**src/core/iss_pkg.sv**
```systemverilog
// iss_pkg: register map, field positions, reset values and carrier types
// for the i2c slave status flag block.
// assumes a 32-bit apb slave with a 12-bit byte address.
package iss_pkg;
   // register byte offsets
   localparam logic [11:0] ISS_OFF_STATUS = 12'h000;
   localparam logic [11:0] ISS_OFF_CTRL = 12'h004;
   localparam logic [11:0] ISS_OFF_IRQ_STAT = 12'h008;
   localparam logic [11:0] ISS_OFF_IRQ_MASK = 12'h00c;
   // flag width and bit positions, shared by status, irq status and mask
   localparam int ISS_FLAG_W = 8;
   localparam int ISS_BIT_RXQ = 3;
   localparam int ISS_BIT_OVF = 4;
   localparam int ISS_BIT_NACK = 5;
   localparam int ISS_BIT_BUSY = 6;
   localparam int ISS_BIT_GC = 7;
   // control bit positions
   localparam int ISS_CTL_FNACK = 0;
   localparam int ISS_CTL_GCCLR = 1;
   // reset values
   localparam logic ISS_FNACK_RST = 1'b0;
   localparam logic [7:0] ISS_MASK_RST = 8'h00;
   localparam logic ISS_FLAG_RST = 1'b0;
   // events from the slave bus engine, same clock, single-cycle pulses
   // except the fifo levels
   typedef struct packed {
      logic start_det;   // start or repeated start seen
      logic stop_det;    // stop seen
      logic addr_done;   // address byte received, pulse
      logic addr_match;  // address matched a slave id register
      logic addr_read;   // address byte asked for a read
      logic gencall_det; // general call of any type received
      logic rx_write;    // byte pushed into receive fifo, pulse
      logic rx_full;     // receive fifo full, level
      logic rx_empty;    // receive fifo empty, level
      logic tx_empty;    // transmit fifo empty, level
   } iss_evt_t;
   // the visible status flags
   typedef struct packed {
      logic gc;
      logic busy;
      logic nack;
      logic ovf;
      logic rxq;
   } iss_flags_t;
endpackage

```
**src/core/iss_w1c.sv**
```systemverilog
// iss_w1c: a vector of sticky bits, set by hardware, cleared by writing one.
// assumes set and clear come from logic on the same clock.
`timescale 1ns/1ps
module iss_w1c #(
   parameter int W = 8
) (
   input wire logic clk,
   input wire logic rst,
   input wire logic [W-1:0] set,
   input wire logic [W-1:0] clr,
   output logic [W-1:0] q
);
   logic [W-1:0] q_q; // sticky state
   logic [W-1:0] q_d; // next sticky state

   // set wins over a clear in the same cycle
   always_comb
   begin
      q_d = (q_q & ~clr) | set;
   end

   // register the sticky bits
   always_ff @(posedge clk)
   begin
      if (rst)
      begin
         q_q <= '0;
      end
      else
      begin
         q_q <= q_d;
      end
   end

   assign q = q_q;
endmodule // iss_w1c

```
**src/core/iss_flags.sv**
```systemverilog
// iss_flags: status flags of an i2c slave with an apb register port.
// assumes the bus engine delivers events on clk; the apb master holds
// its request until pready is seen high.
`timescale 1ns/1ps
// Contract
// - general call flag held until software clears
// - busy set on start condition
// - busy cleared on stop or address mismatch
// - nack flag set on address nack, else cleared
// - nack when tx empty or forced nack
// - overflow flag set on write into full fifo
// - general call flag set on any general call
// - receive request while fifo not empty, interrupts
module iss_flags
   import iss_pkg::*;
(
   input wire logic clk,
   input wire logic rst,
   input wire logic psel,
   input wire logic penable,
   input wire logic pwrite,
   input wire logic [11:0] paddr,
   input wire logic [31:0] pwdata,
   output logic [31:0] prdata,
   output logic pready,
   output logic pslverr,
   input wire iss_evt_t evt,
   output logic nack_req,
   output logic irq
);
   iss_flags_t flags_q; // visible flags
   iss_flags_t flags_d;
   logic force_nack_enable_q; // control: always nack matched addresses
   logic force_nack_enable_d;
   logic [7:0] mask_q; // interrupt mask
   logic [7:0] mask_d;
   logic [31:0] prdata_q; // read data
   logic [31:0] prdata_d;
   logic pready_q; // apb ready
   logic pready_d;
   logic pslverr_q; // apb error
   logic pslverr_d;
   logic nack_req_q; // tells the engine to nack the address
   logic nack_req_d;
   logic irq_q; // interrupt line
   logic irq_d;
   logic [7:0] irq_set; // sticky event sets
   logic [7:0] irq_clr; // software write-one clears
   logic [7:0] irq_stat; // sticky event bits
   logic acc; // access phase
   logic wr_fire; // write takes effect
   logic mapped; // address decodes to a register
   logic gencall_clear; // write of one to the clear control bit
   logic nack_cond; // this address is answered with a nack
   logic [7:0] status_word; // flags at their bit positions

   // apb decode
   always_comb
   begin
      acc = psel & penable;
      wr_fire = acc & pready_q & pwrite;
      mapped = (paddr == ISS_OFF_STATUS) || (paddr == ISS_OFF_CTRL) ||
               (paddr == ISS_OFF_IRQ_STAT) || (paddr == ISS_OFF_IRQ_MASK);
      gencall_clear = wr_fire && (paddr == ISS_OFF_CTRL) && pwdata[ISS_CTL_GCCLR];
      irq_clr = '0;
      if (wr_fire && (paddr == ISS_OFF_IRQ_STAT))
      begin
         irq_clr = pwdata[7:0];
      end
   end

   // nack decision for a matched address
   always_comb
   begin
      nack_cond = evt.addr_done && evt.addr_match &&
                  (force_nack_enable_q || (evt.addr_read && evt.tx_empty));
   end

   // flag next values
   always_comb
   begin
      flags_d = flags_q;
      // general call: set wins over the clear
      if (evt.gencall_det)
      begin
         flags_d.gc = 1'b1;
      end
      else if (gencall_clear)
      begin
         flags_d.gc = 1'b0;
      end
      // busy: a start sets it, stop or a mismatched address clears it
      if (evt.start_det)
      begin
         flags_d.busy = 1'b1;
      end
      else if (evt.stop_det || (evt.addr_done && !evt.addr_match))
      begin
         flags_d.busy = 1'b0;
      end
      // nack: set on a nacked address, cleared on any other address or start
      if (nack_cond)
      begin
         flags_d.nack = 1'b1;
      end
      else if (evt.addr_done || evt.start_det)
      begin
         flags_d.nack = 1'b0;
      end
      // overflow: set on a push into a full fifo, cleared by any good push
      if (evt.rx_write && evt.rx_full)
      begin
         flags_d.ovf = 1'b1;
      end
      else if (evt.rx_write)
      begin
         flags_d.ovf = 1'b0;
      end
      // receive request follows the fifo level
      flags_d.rxq = !evt.rx_empty;
   end

   // register the flags
   always_ff @(posedge clk)
   begin
      if (rst)
      begin
         flags_q <= '{default: ISS_FLAG_RST};
      end
      else
      begin
         flags_q <= flags_d;
      end
   end

   // interrupt events in the status layout
   always_comb
   begin
      irq_set = '0;
      irq_set[ISS_BIT_GC] = evt.gencall_det;
      irq_set[ISS_BIT_NACK] = nack_cond;
      irq_set[ISS_BIT_OVF] = evt.rx_write & evt.rx_full;
      irq_set[ISS_BIT_RXQ] = !evt.rx_empty;
   end

   // sticky interrupt status
   iss_w1c #(.W(ISS_FLAG_W)) u_irq_stat (
      .clk(clk),
      .rst(rst),
      .set(irq_set),
      .clr(irq_clr),
      .q(irq_stat)
   );

   // status word, register writes, read data and handshake
   always_comb
   begin
      status_word = '0;
      status_word[ISS_BIT_GC] = flags_q.gc;
      status_word[ISS_BIT_BUSY] = flags_q.busy;
      status_word[ISS_BIT_NACK] = flags_q.nack;
      status_word[ISS_BIT_OVF] = flags_q.ovf;
      status_word[ISS_BIT_RXQ] = flags_q.rxq;
      force_nack_enable_d = force_nack_enable_q;
      mask_d = mask_q;
      if (wr_fire && (paddr == ISS_OFF_CTRL))
      begin
         force_nack_enable_d = pwdata[ISS_CTL_FNACK];
      end
      if (wr_fire && (paddr == ISS_OFF_IRQ_MASK))
      begin
         mask_d = pwdata[7:0];
      end
      pready_d = acc & !pready_q;
      pslverr_d = acc & !pready_q & !mapped;
      prdata_d = prdata_q;
      if (acc && !pready_q && !pwrite)
      begin
         case (paddr)
            ISS_OFF_STATUS: prdata_d = {24'h000000, status_word};
            ISS_OFF_CTRL: prdata_d = {31'h00000000, force_nack_enable_q};
            ISS_OFF_IRQ_STAT: prdata_d = {24'h000000, irq_stat};
            ISS_OFF_IRQ_MASK: prdata_d = {24'h000000, mask_q};
            default: prdata_d = 32'h00000000;
         endcase
      end
      nack_req_d = force_nack_enable_q | evt.tx_empty;
      irq_d = |(irq_stat & mask_q);
   end

   // register control, bus answer and outputs
   always_ff @(posedge clk)
   begin
      if (rst)
      begin
         force_nack_enable_q <= ISS_FNACK_RST;
         mask_q <= ISS_MASK_RST;
         prdata_q <= 32'h00000000;
         pready_q <= 1'b0;
         pslverr_q <= 1'b0;
         nack_req_q <= 1'b0;
         irq_q <= 1'b0;
      end
      else
      begin
         force_nack_enable_q <= force_nack_enable_d;
         mask_q <= mask_d;
         prdata_q <= prdata_d;
         pready_q <= pready_d;
         pslverr_q <= pslverr_d;
         nack_req_q <= nack_req_d;
         irq_q <= irq_d;
      end
   end

   assign prdata = prdata_q;
   assign pready = pready_q;
   assign pslverr = pslverr_q;
   assign nack_req = nack_req_q;
   assign irq = irq_q;
endmodule // iss_flags

```
**config.mk**
```make
export PLATFORM = sky130hd
export DESIGN_NAME = iss_flags
export DESIGN_NICKNAME = d
export VERILOG_FILES = /design/src/core/iss_pkg.sv /design/src/core/iss_w1c.sv /design/src/core/iss_flags.sv
export SDC_FILE = /design/constraint.sdc
export NUM_CORES = 1
export LEC_CHECK = 0
export BUFFER_PORTS_ARGS = -buffer_cell sky130_fd_sc_hd__buf_2
export CAP_MARGIN = 15
export CORE_MARGIN = 4
export CORE_UTILIZATION = 46
export CTS_BUF_LIST = sky130_fd_sc_hd__clkbuf_8
export DETAILED_ROUTE_END_ITERATION = 6
export PLACE_DENSITY = 0.88
export SLEW_MARGIN = 20
export SYNTH_ARGS = -nofsm -noshare
export SYNTH_HDL_FRONTEND = slang
export SYNTH_SLANG_ARGS = --single-unit
```
**constraint.sdc**
```tcl
create_clock -name clk -period 2.5 [get_ports clk]
set_input_delay 0.625 -clock clk [delete_from_list [all_inputs] [get_ports clk]]
set_output_delay 0.625 -clock clk [all_outputs]
set_load 0.03 [all_outputs]
```
# Word level (Yosys, flattened, before mapping)
# Cells that the tools add are included.
# Widths: inputs -> output; s select.
[op_classes] reduce_logical=28 muxes=10 n_eq_ne=3 n_bitwise=11
[op_table] operator="$pmux 8 s4" n=1
[op_table] operator="$eq 12x4->1 const B" n=2
[op_table] operator="$and 8x8->8" n=2
[op_table] operator="$eq 12x3->1 const B" n=1
[op_table] operator="$logic_not 12->1" n=1
[op_table] operator="$logic_and 1x1->1" n=11
[op_table] operator="$mux 1" n=8
[op_table] operator="$mux 8" n=1
[op_table] operator="$not 8->8" n=1
[op_table] operator="$or 8x8->8" n=1
[op_table] operator="$reduce_bool 2->1" n=4
[op_table] operator="$reduce_or 8->1" n=1
[op_table] operator="$and 1x1->1" n=6
[op_table] operator="$logic_or 1x1->1" n=6
[op_table] operator="$logic_not 1->1" n=5
[op_table] operator="$or 1x1->1" n=1
[totals] input_bits=59 output_inout_bits=36 regBits=58 word_cells=65

# Depth between registers and ports, before layout
[logic_depth] depth_word=8 mapped_depth=4 mapped_depth_nobuf=3

# Hierarchy
# A second synthesis with hierarchy kept.
[hier_totals] cells_unflattened=200 hier_area_um2=1909.3
[by_module_without_submodules] module="iss_flags" seq_area_each_um2=520.5 n_inst=1 area_each_um2=1527.7 cells_each=167
[by_module_without_submodules] module="iss_w1c" seq_area_each_um2=160.2 n_inst=1 area_each_um2=381.6 cells_each=33

# Worst setup path after synthesis
# Ideal clock, no wire load.
[synth_timing] path_kind="input to register" startpoint="input port paddr[9]" endpoint="register prdata_q[1], in the netlist prdata[1]" n_path_buf=0 setup_ps=101 t_required_ps=2399 setup_slack_ps=394 arrival_ps=2005 stages=3 path_cell_list="or4_4 or4_4 o41ai_1"
[synth_between] elab_chain_cells=2 elab_cells_between_ends=5 cone_classes="3 x eq/ne; 1 x mux; 1 x reduce/logical"
[synth_rtl] element="from (decl)" line="iss_flags.sv:22" rtl="input wire logic [11:0] paddr,"
[synth_rtl] element="$eq 12x4->1 (tied with other cells)" line="iss_flags.sv:179" rtl="case (paddr)"
[synth_rtl] element="$pmux 8 s4 *" line="iss_flags.sv:179"
[synth_rtl] element="to (signal assigned)" line="iss_flags.sv:208" rtl="prdata_q <= prdata_d;"
[synth_rtl] element="to (decl)" line="iss_flags.sv:37" rtl="logic [31:0] prdata_q;"
# Mark *: on every way between the ends. The rest lies on a longest branch, timed or not.
# A chain may end at the register's enable or synchronous reset.

# Final worst setup path
# Ends and elaborated chain as after synthesis.

==> summary.md <==
| Metric | Value |
|---|---|
| Status | finished, final reports clean |
| Total power | 1.120 mW |
| Syn Std Cell Area | 0.001709 mm^2 |
| Avg Synthesized Cell Area | 9.767 um^2 |
| Post-DP HPWL | 2.671 mm |
| Hold Buf Count CTS | 0 |
| Crit. End Element | flip-flop |
| Hold Fails Final Rpt | 0 |
| TritonRoute pass-1 iters | 4 |
| Number of DRC markers in iteration 0 | 104 |
| Critical path data required time | 2.67 ns |
| Clk network pwr share | 36.8% |
| CTS resizes | 0 |
| GRT overflow | 0 |
| Max stage delay cell, worst path | or4_4 |
| Placement Cell Area | 0.001907 mm^2 |
| Worst Setup Path Type | in2reg |
| Most frequent cells in the layout | 46 x buf_2, 34 x dfxtp_1, 24 x nand2b_1, 24 x conb_1, 17 x mux2i_1 |
| Achievable Freq | 0.4997 GHz |
| Core area | 0.003468 mm^2 |
| Reg2reg end | prdata[5] |
| Count of cell types in the netlist | 35 |
| Crit-path max FO | 5 |
| Commonest non-fill, non-tap cell in the layout | buf_2 |
| Total of max-cap violations | 0 |
| Worst Skew | 0.003908 ns |
| Slew Limit Fails | 0 |
| Initial Utilization | 49.28% |
| DIE HEIGHT | 68.96 um |
| Most used cell, CP | or4_4 |
| Initial antenna violation count | 0 |
| Layout cells sized above 1 | 28.89% |
| Cts bufs inserted | 5 |
| Tcrit/Tclk final | 80.05% |
| Post-route minimum period | 2.001 ns |
| Total global routing track utilization | 15.48% |
| Reg2reg start | pready |
| Power density cells | 559.7 mW/mm^2 |
| TritonCTS clock tree | built |
| Worst-path clk slew | 0.07 ns |
| Sink Count | 34 |
| RSZ-0062 raised after global routing | no |
| Number of I/O port buffers | 46 |
| WL/cell | 13.18 um |
| Max VDD drop | 0.0003639 V |
| Top_reg_cell synth | dfxtp_1 |
| Worst Slack Setup Final | 0.4988 ns |
| Routed Antenna Nets | 0 |
| FF-to-FF path depth | 3 |
| Combinational share of power | 13.4% |
| Finished Cell Area | 0.002002 mm^2 |
| Critical Path, Cell by Cell | buf_2 -> or4_4 -> or4_4 -> o41ai_1 |
| CP arrival | 2.17 ns |
| Final Core Density | 57.72% |
| Residual DRC count | 0 |
| Final std cells w/o fill | 271 |
| Vias in the first global route | 1268 |
| Total of fill cells in the finished design | 320 |
| Largest net degree at the start of global routing | 38 |
| Synthesis Warnings | 0 |
| FF+latch count, synth | 34 |
| Synth async-reset ratio | 0% |
| Hold Startpoint | prdata[0] |
| Die width | 68.96 um |
| Final WL | 3.571 mm |
| Die area | 0.004755 mm^2 |
| Pre-CTS setup slack | 0.2017 ns |
| Hold Path Depth | 1 |
| Setup Fix Bufs, Post-CTS | 0 |
| N_diodes | 0 |
| I/O Pins | 95 |
| Part of the Yosys area used for sequential elements | 39.82% |
| Lkg Pwr | 0.8565 nW |
| Clk buf depth | 2 |
| Gp weighted congestion | 0.7224 |
| Layout area overhead | 17.13% |
| TNS Setup | 0 ns |
| Switching Share | 26.49% |
| Dpl cells | 263 |
| Crit-path max cell delay | 0.58 ns |
| Vias | 1388 |
| Rows | 21 |
| Final setup viols | 0 |
| Fin nets | 283 |
| Pint | 823.7 uW |
| Skew-Pair Late Insertion Delay | 0.27 ns |
| Worst hold slack | 0.4570 ns |
| Switching pwr | 296.8 uW |
| Root buf cell | clkbuf_8 |
| HP Class | reg2reg |
| R2r setup slk | 0.97 ns |
| Share of power burned in registers | 49.8% |
| Via density | 5.122 |
| Endpoint, Worst Hold | prdata[0] |
| Mapped Cells | 175 |
| Startpoint Class | primary input |
| H-tree depth | 2 |
| Post-synth EDFFs | 0 |
| Global-route wire length before repair | 5.499 mm |
-- worst max-delay path, delay by kind of cell --
kind | cells | cell delay (ns)
AND/OR/NAND/NOR | 2 | 1.10
buffers and inverters | 1 | 0.10
AO/OA/AOI/OAI | 1 | 0.35
-- cell usage after synthesis, drive strengths merged, types with 3 or more instances --
cell | instances | area (um^2)
nand2 | 4 | 15.01
mux2i | 17 | 170.2
or4 | 4 | 41.29
nand2b | 24 | 150.1
a21oi | 7 | 35.03
o2bb2ai | 6 | 52.55
a311oi | 5 | 43.79
a2bb2oi | 5 | 43.79
buf | 24 | 180.2
nor2 | 7 | 26.28
nor4 | 3 | 40.04
a22oi | 4 | 30.03
dfxtp | 34 | 680.7
clkbuf | 7 | 26.28
-- registers in the layout, indices dropped and copies added (netlist names), 5 cells and up --
name,cells
flags_q,5
mask_q,8
prdata,8
u_irq_stat.q,8
-- cell families (layout without fill, tap and decap cells) --
logic type             Yosys count  in the layout  share of synthesized area, %
and+or+nand+nor                 56             56                         22.11
buffers and inverters           33             60                         12.52
other                            1             24                        0.2194
AOI/OAI and AO/OA               33             33                         14.71
muxes                           18             18                         10.61
DFF                             34             34                         39.82
-- cell type report --
type	instances	area [um^2]	area share (%)
multi-input cells	131	900.9	45.00
inverters	2	7.507	0.3750
repair buffers	50	260.3	13.00
flip-flops and latches	34	680.7	34.00
well taps	46	57.56	2.875
clock inverters	2	12.51	0.6250
clock buffers	6	82.58	4.125
-- how the worst max path moves through the flow --
stage | from | end | slack [ns]
floorplan | paddr[9] | prdata[1] | 0.39
global placement | paddr[9] | prdata[1] | 0.21
detailed placement | paddr[9] | prdata[1] | 0.20
CTS | paddr[9] | prdata[1] | 0.49
global route | paddr[9] | prdata[1] | 0.44
finish | paddr[9] | prdata[1] | 0.50
-- power by group through the flow --
stage	combinational, mW	sequential, mW	clock [mW]
floorplan	0.130	0.573	0
global placement	0.146	0.570	0
detailed placement	0.147	0.571	0
CTS	0.149	0.558	0.425
global route	0.163	0.559	0.444
finish	0.150	0.558	0.412
-- metal layers --
layer | global-route usage, % | part of all wire [%]
met1 | 18.71 | 42
met2 | 26.43 | 48
met3 | 4.862 | 9.8
met4 | 4.136 | 0.95
met5 | 0 | 0
No activity file was read; power rests on OpenSTA's default activity.
